## config.mk

```make
export PLATFORM = sky130hd
export DESIGN_NAME = usb_int_ep0_ctl
export DESIGN_NICKNAME = d
export VERILOG_FILES = /design/src/design/usb_ctl_pkg.sv /design/src/design/usb_int_ep0_ctl.sv
export SDC_FILE = /design/constraint.sdc
export NUM_CORES = 1
export LEC_CHECK = 0
export BUFFER_PORTS_ARGS = -buffer_cell sky130_fd_sc_hd__buf_2
export CAP_MARGIN = 20
export CORE_MARGIN = 8
export CORE_UTILIZATION = 25
export CTS_CLUSTER_DIAMETER = 200
export CTS_CLUSTER_SIZE = 30
export DETAILED_ROUTE_END_ITERATION = 10
export PLACE_DENSITY = 0.54
export SLEW_MARGIN = 20
export SYNTH_ARGS = -nofsm -noshare
export SYNTH_HDL_FRONTEND = slang
export SYNTH_SLANG_ARGS = --single-unit
```

## constraint.sdc

```tcl
create_clock -name i_ref_clk -period 3.2 [get_ports i_ref_clk]
set_input_delay 0.16 -clock i_ref_clk [delete_from_list [all_inputs] [get_ports i_ref_clk]]
set_output_delay 0.16 -clock i_ref_clk [all_outputs]
set_load 0.05 [all_outputs]
```

## src/design/usb_ctl_pkg.sv

```systemverilog
// Constants, register map and carrier types for the USB device control slice.
// Assumes one 50 MHz clock and a plain byte-wide register port from the processor.
//
// Summary of operation
// - Enable register per pending register, none for resume.
// - Enable 0 blocks, 1 passes interrupt.
// - Endpoint enables bits 0-4, all set at reset.
// - Bus-reset enable bit 2 set, suspend bit 0 clear.
// - Capture frame number bytes on each SOF.
// - Frame bytes read-only, core-written, reset zero.
// - Endpoint select steers indexed register access.
// - Endpoint 0 status shares first IN status address.
// - Writing early-end service clears early-end flag.
// - Writing receive service clears received-packet flag.
// - Stall request stalls control transfer; 0 ends it.
// - Early end before data-phase-end sets flag, interrupts, flushes, blocks FIFO.
// - Processor sets data-phase-end; device clears it.
// - Protocol violation sets stall-sent; processor writes 0.
// - Transmit-loaded set by processor, cleared after sending.
// - Valid packet sets received-packet flag and interrupts.
// - Pending bits clear only on writing one.
// - Endpoint 0 pending set by five flag events.
// - Bus-reset pending bit 2, suspend pending bit 0.
package usb_ctl_pkg;

    // ==========================================================
    // Register byte addresses
    localparam logic [31:0] ADDR_EP_PENDING  = 32'h44a00148;
    localparam logic [31:0] ADDR_BUS_PENDING = 32'h44a00158;
    localparam logic [31:0] ADDR_EP_ENABLE   = 32'h44a0015c;
    localparam logic [31:0] ADDR_BUS_ENABLE  = 32'h44a0016c;
    localparam logic [31:0] ADDR_FRAME_LOW   = 32'h44a00170;
    localparam logic [31:0] ADDR_FRAME_HIGH  = 32'h44a00174;
    localparam logic [31:0] ADDR_EP_SELECT   = 32'h44a00178;
    localparam logic [31:0] ADDR_CTRL_STATUS = 32'h44a00184;

    // ==========================================================
    // Reset values and masks
    localparam logic [7:0] EP_ENABLE_RESET  = 8'hff;
    localparam logic [7:0] EP_ENABLE_MASK   = 8'h1f;
    localparam logic [7:0] BUS_ENABLE_RESET = 8'h04;
    localparam logic [7:0] BUS_ENABLE_MASK  = 8'h05;
    localparam logic [7:0] BUS_PENDING_MASK = 8'h07;
    localparam logic [7:0] BYTE_ZERO        = 8'h00;
    localparam logic [7:0] CONTROL_ENDPOINT = 8'h00;

    // ==========================================================
    // Bit positions
    localparam int BIT_SUSPEND     = 0;
    localparam int BIT_RESUME      = 1;
    localparam int BIT_BUS_RESET   = 2;
    localparam int BIT_EP0         = 0;
    localparam int CS_RX_FLAG      = 0;
    localparam int CS_TX_LOADED    = 1;
    localparam int CS_STALL_SENT   = 2;
    localparam int CS_DATA_END     = 3;
    localparam int CS_EARLY_END    = 4;
    localparam int CS_STALL_REQ    = 5;
    localparam int CS_RX_SERVICE   = 6;
    localparam int CS_EARLY_SVC    = 7;

    // ==========================================================
    // Carrier types
    typedef struct packed {
        logic [31:0] addr;
        logic [7:0]  wdata;
        logic        wr;
        logic        rd;
    } reg_req_type;

    // One-cycle event pulses from the USB protocol engine.
    typedef struct packed {
        logic        sof;
        logic [10:0] frame;
        logic        rx_packet;
        logic        tx_sent;
        logic        stall_sent;
        logic        early_end;
        logic        status_done;
        logic        bus_reset;
        logic        resume;
        logic        suspend;
        logic [3:0]  ep_event;
    } usb_evt_type;

    typedef struct packed {
        logic stall;
        logic flush;
        logic fifo_block;
        logic tx_loaded;
        logic data_end;
    } ep0_ctl_type;

endpackage

```

## src/design/usb_int_ep0_ctl.sv

```systemverilog
// Interrupt enables, pending bits, frame capture, endpoint select and endpoint 0 status.
// Assumes the protocol engine gives one-cycle event pulses synchronous to i_ref_clk.
module usb_int_ep0_ctl
    import usb_ctl_pkg::*;
(
    input  wire logic        i_ref_clk,
    input  wire logic        i_rstn,
    input  wire reg_req_type i_req,
    output logic [7:0]       o_rdata,
    input  wire usb_evt_type i_evt,
    output ep0_ctl_type      o_ep0,
    output logic [7:0]       o_ep_select,
    output logic             o_irq
);

    // ==========================================================
    // Decode
    logic [7:0] ep_enable, bus_enable, ep_pending, bus_pending;
    logic [7:0] frame_low, frame_high, ep_select;
    logic       rx_flag, tx_loaded, stall_sent, data_end, early_end, stall_req, flush;

    wire sel_ep_pend  = i_req.addr == ADDR_EP_PENDING;
    wire sel_bus_pend = i_req.addr == ADDR_BUS_PENDING;
    wire sel_ep_en    = i_req.addr == ADDR_EP_ENABLE;
    wire sel_bus_en   = i_req.addr == ADDR_BUS_ENABLE;
    wire sel_flo      = i_req.addr == ADDR_FRAME_LOW;
    wire sel_fhi      = i_req.addr == ADDR_FRAME_HIGH;
    wire sel_idx      = i_req.addr == ADDR_EP_SELECT;
    wire sel_cs       = (i_req.addr == ADDR_CTRL_STATUS) && (ep_select == CONTROL_ENDPOINT);
    wire wr_cs        = i_req.wr && sel_cs;
    wire [7:0] wd     = i_req.wdata;

    // Endpoint 0 flag events: set by the processor or the engine, cleared by the other side or by service bits.
    wire rx_clr   = wr_cs && wd[CS_RX_SERVICE];
    wire early_clr = wr_cs && wd[CS_EARLY_SVC];
    // Stall request blocks a new transmit-loaded set.
    wire tx_set   = wr_cs && wd[CS_TX_LOADED] && !stall_req;
    wire tx_clr   = i_evt.tx_sent && tx_loaded;
    wire de_set   = wr_cs && wd[CS_DATA_END];
    wire de_clr   = (i_evt.status_done || i_evt.early_end) && data_end;
    wire early_set = i_evt.early_end && !data_end;
    wire ss_clr   = wr_cs && !wd[CS_STALL_SENT];

    wire ep0_evt  = (i_evt.rx_packet && !rx_flag) || tx_clr || i_evt.stall_sent
                  || early_set || de_clr;

    // Pending: events set, write of one clears; set wins over clear.
    wire [7:0] ep_evt_vec  = {3'b000, i_evt.ep_event, ep0_evt};
    wire [7:0] bus_evt_vec = {5'b00000, i_evt.bus_reset, i_evt.resume, i_evt.suspend};
    wire [7:0] ep_wclr     = (i_req.wr && sel_ep_pend) ? wd : BYTE_ZERO;
    wire [7:0] bus_wclr    = (i_req.wr && sel_bus_pend) ? wd : BYTE_ZERO;
    wire [7:0] next_ep_pending  = (ep_pending & ~ep_wclr) | (ep_evt_vec & EP_ENABLE_MASK);
    wire [7:0] next_bus_pending = (bus_pending & ~bus_wclr) | (bus_evt_vec & BUS_PENDING_MASK);

    // Resume has no enable bit so it always passes.
    wire [7:0] bus_gate = bus_enable | (8'h01 << BIT_RESUME);
    wire next_irq = |(ep_pending & ep_enable) | |(bus_pending & bus_gate);

    wire [7:0] cs_view = {2'b00, stall_req, early_end, data_end, stall_sent, tx_loaded, rx_flag};
    wire [7:0] next_rdata =
        sel_ep_pend  ? ep_pending :
        sel_bus_pend ? bus_pending :
        sel_ep_en    ? ep_enable :
        sel_bus_en   ? bus_enable :
        sel_flo      ? frame_low :
        sel_fhi      ? frame_high :
        sel_idx      ? ep_select :
        sel_cs       ? cs_view : BYTE_ZERO;

    // ==========================================================
    // Registers
    always_ff @(posedge i_ref_clk or negedge i_rstn) begin
        if (!i_rstn) begin
            ep_enable  <= EP_ENABLE_RESET & EP_ENABLE_MASK;
            bus_enable <= BUS_ENABLE_RESET;
            ep_select  <= BYTE_ZERO;
        end else if (i_req.wr) begin
            if (sel_ep_en) ep_enable <= wd & EP_ENABLE_MASK;
            if (sel_bus_en) bus_enable <= wd & BUS_ENABLE_MASK;
            if (sel_idx) ep_select <= wd;
        end
    end

    always_ff @(posedge i_ref_clk or negedge i_rstn) begin
        if (!i_rstn) begin
            frame_low  <= BYTE_ZERO;
            frame_high <= BYTE_ZERO;
        end else if (i_evt.sof) begin
            frame_low  <= i_evt.frame[7:0];
            frame_high <= {5'b00000, i_evt.frame[10:8]};
        end
    end

    always_ff @(posedge i_ref_clk or negedge i_rstn) begin
        if (!i_rstn) begin
            ep_pending  <= BYTE_ZERO;
            bus_pending <= BYTE_ZERO;
            o_irq       <= 1'b0;
            o_rdata     <= BYTE_ZERO;
        end else begin
            ep_pending  <= next_ep_pending;
            bus_pending <= next_bus_pending;
            o_irq       <= next_irq;
            o_rdata     <= i_req.rd ? next_rdata : BYTE_ZERO;
        end
    end

    always_ff @(posedge i_ref_clk or negedge i_rstn) begin
        if (!i_rstn) begin
            rx_flag    <= 1'b0;
            tx_loaded  <= 1'b0;
            stall_sent <= 1'b0;
            data_end   <= 1'b0;
            early_end  <= 1'b0;
            stall_req  <= 1'b0;
            flush      <= 1'b0;
        end else begin
            rx_flag    <= i_evt.rx_packet | (rx_flag & ~rx_clr);
            tx_loaded  <= tx_set | (tx_loaded & ~tx_clr & ~early_set);
            stall_sent <= i_evt.stall_sent | (stall_sent & ~ss_clr);
            data_end   <= de_set | (data_end & ~de_clr);
            early_end  <= early_set | (early_end & ~early_clr);
            if (wr_cs) stall_req <= wd[CS_STALL_REQ];
            flush      <= early_set;
        end
    end

    // ==========================================================
    // Outputs to the protocol engine
    assign o_ep0.stall      = stall_req;
    assign o_ep0.flush      = flush;
    assign o_ep0.fifo_block = early_end;
    assign o_ep0.tx_loaded  = tx_loaded;
    assign o_ep0.data_end   = data_end;
    assign o_ep_select      = ep_select;

endmodule

```

Word-level counts from Yosys, hierarchy flattened
Index checks and enable logic that the tools add are counted.
{"block": "word_totals", "in_bits": 68, "reg_bits": 58, "out_inout_bits": 22}
{"block": "op_classes", "bitwise": 26, "eq_ne": 8, "n_reduce_logical": 29, "n_mux": 11}
{"cell": "$eq A32 B31 Y1 const B", "count": 8}
{"cell": "$mux W8", "count": 10}
{"cell": "$and A8 B8 Y8", "count": 2}
{"cell": "$not A8 Y8", "count": 2}
{"cell": "$reduce_or A8 Y1", "count": 2}
{"cell": "$logic_and A1 B1 Y1", "count": 14}
{"cell": "$and A8 B3 Y8", "count": 1}
{"cell": "$and A8 B5 Y8", "count": 1}
{"cell": "$logic_not A8 Y1", "count": 1}
{"cell": "$or A8 B3 Y8", "count": 1}
{"cell": "$or A8 B5 Y8", "count": 1}
{"cell": "$and A1 B1 Y1", "count": 6}
{"cell": "$mux W6", "count": 1}
{"cell": "$not A1 Y1", "count": 6}
{"cell": "$or A1 B1 Y1", "count": 6}
{"cell": "$reduce_and A2 Y1", "count": 3}
{"cell": "$logic_or A1 B1 Y1", "count": 5}
{"cell": "$logic_not A1 Y1", "count": 4}

Longest topological paths before layout
{"block": "depth", "depth_word": 11, "depth_mapped": 7, "mapped_depth_nobuf": 5}

Worst setup path before layout
No wires, ideal clock.
{"block": "synth_timing", "path_type": "reg-to-reg", "startpoint": "register ep_select[4] (netlist: o_ep_select[4])", "endpoint": "register o_rdata[0]", "slack_ns": 1.318, "synth_period_minus_slack_ns": 1.882, "t_required_ns": 3.099, "t_arrival_ns": 1.782, "path_stages_with_launch": 7, "setup_ns": 0.101, "path_buffers": 1, "cell_sequence": "dfrtp_1 -> nor4b_1 -> and4_1 -> clkbuf_1 -> a22oi_1 -> o32a_1 -> o32ai_1"}
{"block": "synth_between", "elab_chain_len": 11}
{"item": "from (decl)", "line": "usb_int_ep0_ctl.sv:19", "rtl": "logic [7:0] frame_low, frame_high, ep_select;"}
{"item": "from (signal assigned)", "line": "usb_int_ep0_ctl.sv:80", "rtl": "if (sel_idx) ep_select <= wd;"}
{"item": "$logic_not A8 Y1", "line": "usb_int_ep0_ctl.sv:29", "rtl": "wire sel_cs = (i_req.addr == ADDR_CTRL_STATUS) && (ep_select == CONTROL_ENDPOINT);"}
{"item": "$logic_and A1 B1 Y1", "line": "usb_int_ep0_ctl.sv:29"}
{"item": "$mux W6", "line": "usb_int_ep0_ctl.sv:68", "rtl": "sel_cs ? cs_view : BYTE_ZERO;"}
{"item": "$mux W8", "line": "usb_int_ep0_ctl.sv:67", "rtl": "sel_idx ? ep_select :"}
{"item": "$mux W8", "line": "usb_int_ep0_ctl.sv:66", "rtl": "sel_fhi ? frame_high :"}
{"item": "$mux W8", "line": "usb_int_ep0_ctl.sv:65", "rtl": "sel_flo ? frame_low :"}
{"item": "$mux W8", "line": "usb_int_ep0_ctl.sv:64", "rtl": "sel_bus_en ? bus_enable :"}
{"item": "$mux W8", "line": "usb_int_ep0_ctl.sv:63", "rtl": "sel_ep_en ? ep_enable :"}
{"item": "$mux W8", "line": "usb_int_ep0_ctl.sv:62", "rtl": "sel_bus_pend ? bus_pending :"}
{"item": "$mux W8", "line": "usb_int_ep0_ctl.sv:61", "rtl": "sel_ep_pend ? ep_pending :"}
{"item": "$mux W8", "line": "usb_int_ep0_ctl.sv:104", "rtl": "o_rdata <= i_req.rd ? next_rdata : BYTE_ZERO;"}
{"item": "to (signal assigned)", "line": "usb_int_ep0_ctl.sv:104"}
{"item": "to (decl)", "line": "usb_int_ep0_ctl.sv:9", "rtl": "output logic [7:0] o_rdata,"}
Every way passes these cells.
A chain may end at the register's enable or synchronous reset.

Worst setup path in the final report
{"block": "layout_timing", "startpoint": "input i_req[30] (netlist name)", "endpoint": "register ep_select[5] (netlist: o_ep_select[5])"}
{"block": "layout_between", "elab_chain_len": 2}
{"item": "from (decl)", "line": "usb_int_ep0_ctl.sv:8", "rtl": "input wire reg_req_type i_req,"}
{"item": "$eq A32 B31 Y1", "line": "usb_int_ep0_ctl.sv:28", "rtl": "wire sel_idx = i_req.addr == ADDR_EP_SELECT;"}
{"item": "$reduce_and A2 Y1 (no line)"}
Every way passes these cells.

==> results.sh <==
export IMPL_vias_per_cell=5.09
export IMPL_cp_max_fo=8
export IMPL_synth_distinct_cells=56
export IMPL_pre_cts_ws_ns=0.850
export IMPL_fin_crit_ns=1.96
export IMPL_cts_hold_buf=0
export IMPL_worstPathArrival_ns=2.16
export IMPL_ctsResizeCount=0
export IMPL_critPathTopFamily="simple AND/OR/NAND/NOR gates"
export IMPL_synth_main_ff_cell="dfrtp_1"
export IMPL_synth_largest_area_cell="dfrtp_1"
export IMPL_hold_viol_final=0
export IMPL_grt_max_degree=47
export IMPL_grt_usage_pct=12.1
export IMPL_drtAntennaViolNets=0
export IMPL_synthTopCellsByArea="dfrtp_1, mux2_2, dfstp_2"
export IMPL_ys_async_sr_fraction_pct=100
export IMPL_start_kind="input pin"
export IMPL_wl_per_cell_um=19.0
export IMPL_grt_pass1_vias=2645
export IMPL_leakagePower_nw=1.64
export IMPL_syn_inst=262
export IMPL_period_share_pct=61.1
export IMPL_hold_depth=2
export IMPL_grt_pass1_wl_um=14900
export IMPL_regArea_um2=1460
export IMPL_powerDensity_nw_per_um2=486
export IMPL_insertion_delay_ns=0.33
export IMPL_htree_levels=3
export IMPL_cp_num_buf_inv=1
export IMPL_tightestPinTransition_ns=0.752
export IMPL_gp_congestion=0.825
export IMPL_die_x_um=125
export IMPL_routed_wl_um=9390
export IMPL_relSlewSlack_pct=49.4
export IMPL_setup_tns_final_ns=0
export IMPL_p_total_w=0.00185
export IMPL_rsz0062_at_grt="false"
export IMPL_synth_nets=330
export IMPL_ys_warn_count=0
export IMPL_slew_violations=0
export IMPL_ir_worst_vdd_mv=0.183
export IMPL_syn_avg_cell_area_um2=11.3
export IMPL_cts_made_buffers=9
export IMPL_drive_gt1_share_pct=39.8
export IMPL_start_util_pct=25.7
export IMPL_drc=0
export IMPL_via_count=2522
export IMPL_die_y_um=125
export IMPL_fin_skew_ns=0.00685
export IMPL_dieArea_um2=15500
export IMPL_synth_top_area_share_pct=44.1
export IMPL_max_stage_delay_ns=0.42
export IMPL_setup_violations=0
export IMPL_synth_edff_count=0
export IMPL_cts_root_buffer="clkbuf_16"
export IMPL_cp_slowest_cell="nor4b_1"
export IMPL_final_util_pct=33.2
export IMPL_dr_first_iter_drc_count=154
export IMPL_path_clk_slew_ns=0.05
export IMPL_fill_cells=1161
export IMPL_syn2layout_area_growth_pct=29.1
export IMPL_post_cts_buffers=0
export IMPL_first_pass_iters=4
export IMPL_timing_hold_ws_ns=0.0141
export IMPL_critical_path_class="input pin to flop"
export IMPL_antenna_found_initial=1
export IMPL_dp_hpwl_um=7300
export IMPL_min_path_type="input pin to flop"
export IMPL_cts_tree="yes"
export IMPL_drv_cap=0
export IMPL_worst_slack_ns=1.24
export IMPL_rows=39
export IMPL_netlist_area_um2=2950
export IMPL_synthTopCellsByCount="dfrtp_1, mux2_2, nand2_1"
export IMPL_fmax_mhz=511
export IMPL_portBuffers=89
export IMPL_required_ns=3.41
export IMPL_path_cells="buf_2 -> nor4b_1 -> nand4_1 -> nor2_1 -> nand4_2 -> mux2_1"
export IMPL_crit_path_end_kind="flop"
export IMPL_core_area_um2=11500
export IMPL_numClockSinks=58
export IMPL_multi_input_area_um2=1390
export IMPL_clockBufferDepth=2
export IMPL_worstSetupPathDepth=6
export IMPL_ys_seq_area_share_pct=49.5
export IMPL_antenna_cells=0
export IMPL_synth_seq_cells=58
export IMPL_grt_overflow_total=0
export IMPL_synth_most_common_cell="dfrtp_1"
export IMPL_outcome="complete, no violations"
export IMPL_nets=415
export IMPL_r2r_cells=5
export IMPL_io_pins=90
==> state kept, by name, summed over array words and instances (netlist names) <==
name / count
stall_req: 1
bus_enable: 2
o_rdata: 8
o_irq: 1
o_ep_select: 8
flush: 1
frame_low: 8
data_end: 1
rx_flag: 1
tx_loaded: 1
frame_high: 3
ep_enable: 5
ep_pending: 8
bus_pending: 8
early_end: 1
stall_sent: 1
==> routing by layer <==
metal  part of all wire, %  global-route usage [%]
met5                  0.14                       0
met4                   1.6                    5.32
met3                   9.5                    4.81
met2                    47                    18.4
met1                    42                    14.7
==> through the flow <==
stage / cells / instance area [um^2]
3_3_place_gp: 478 / 3490
6_report: 495 / 3810
3_5_place_dp: 478 / 3490
5_1_grt: 495 / 3810
2_1_floorplan: 262 / 2950
4_1_cts: 494 / 3790
==> cell usage in the layout (no fill, tap or decap), types with 4 or more instances in the layout <==
cell type  synthesis  routed
a21boi_0           7       7
a21o_1             8       8
a21oi_1            8       8
a22oi_1            4       4
and2_1             4       4
buf_2              3      88
clkbuf_16          0       9
dfrtp_1           52      52
dfstp_2            6       6
inv_1              5       5
mux2_1            11      11
mux2_2            22      22
nand2_1           21      21
nand2b_1           4       4
nand3_1            6       6
nand4_1            4       4
nor2_1            12      12
nor4_1             6       6
nor4b_1            6       6
o21ai_0            5       5
==> worst paths after layout <==
check                      slack (ns)                          to                  startpoint
min in group asynchronous        0.39          data_end$_DFF_PN0_                      i_rstn
max reg2reg                      1.30        o_rdata[0]$_DFF_PN0_  o_ep_select[4]$_DFFE_PN0P_
min                              0.01    bus_pending[2]$_DFF_PN0_                    i_evt[6]
min reg2reg                      0.49    bus_pending[5]$_DFF_PN0_    bus_pending[5]$_DFF_PN0_
max in group asynchronous        2.21    frame_low[1]$_DFFE_PN0P_                      i_rstn
max                              1.24  o_ep_select[5]$_DFFE_PN0P_                   i_req[30]
==> layout make-up <==
| class | count | area share [%] |
|---|---|---|
| repair buffers | 91 | 12.2 |
| clock inverters | 2 | 0.920 |
| flip-flops and latches | 58 | 38.3 |
| inverters | 5 | 0.493 |
| clock buffers | 14 | 6.94 |
| multi-input cells | 182 | 36.4 |
| well taps | 143 | 4.70 |
==> worst reg2reg max path, cell delays in order (launching register included) <==
cell     delay [ns]
dfrtp_1        0.43
nor4b_1        0.30
and4_1         0.43
a22oi_1        0.18
o32a_1         0.31
o32ai_1        0.14
==> logic make-up (layout without fill, tap and decap cells) <==
family	Yosys count	after routing	share of synthesized area, %
and+or+nand+nor	89	89	18.8
AOI/OAI and AO/OA	59	59	15.2
DFF	58	58	49.5
muxes	34	34	12.9
buffers and inverters	22	112	3.56
==> report_power, final <==
group	total [W]	switching (W)	internal [W]
Combinational	0.000136	0.0000759	0.0000606
Sequential	0.000758	0.00000844	0.000750
Clock	0.000955	0.000312	0.000643
Total	0.00185	0.000396	0.00145
Note: power is estimated with default switching activity, not from simulation.
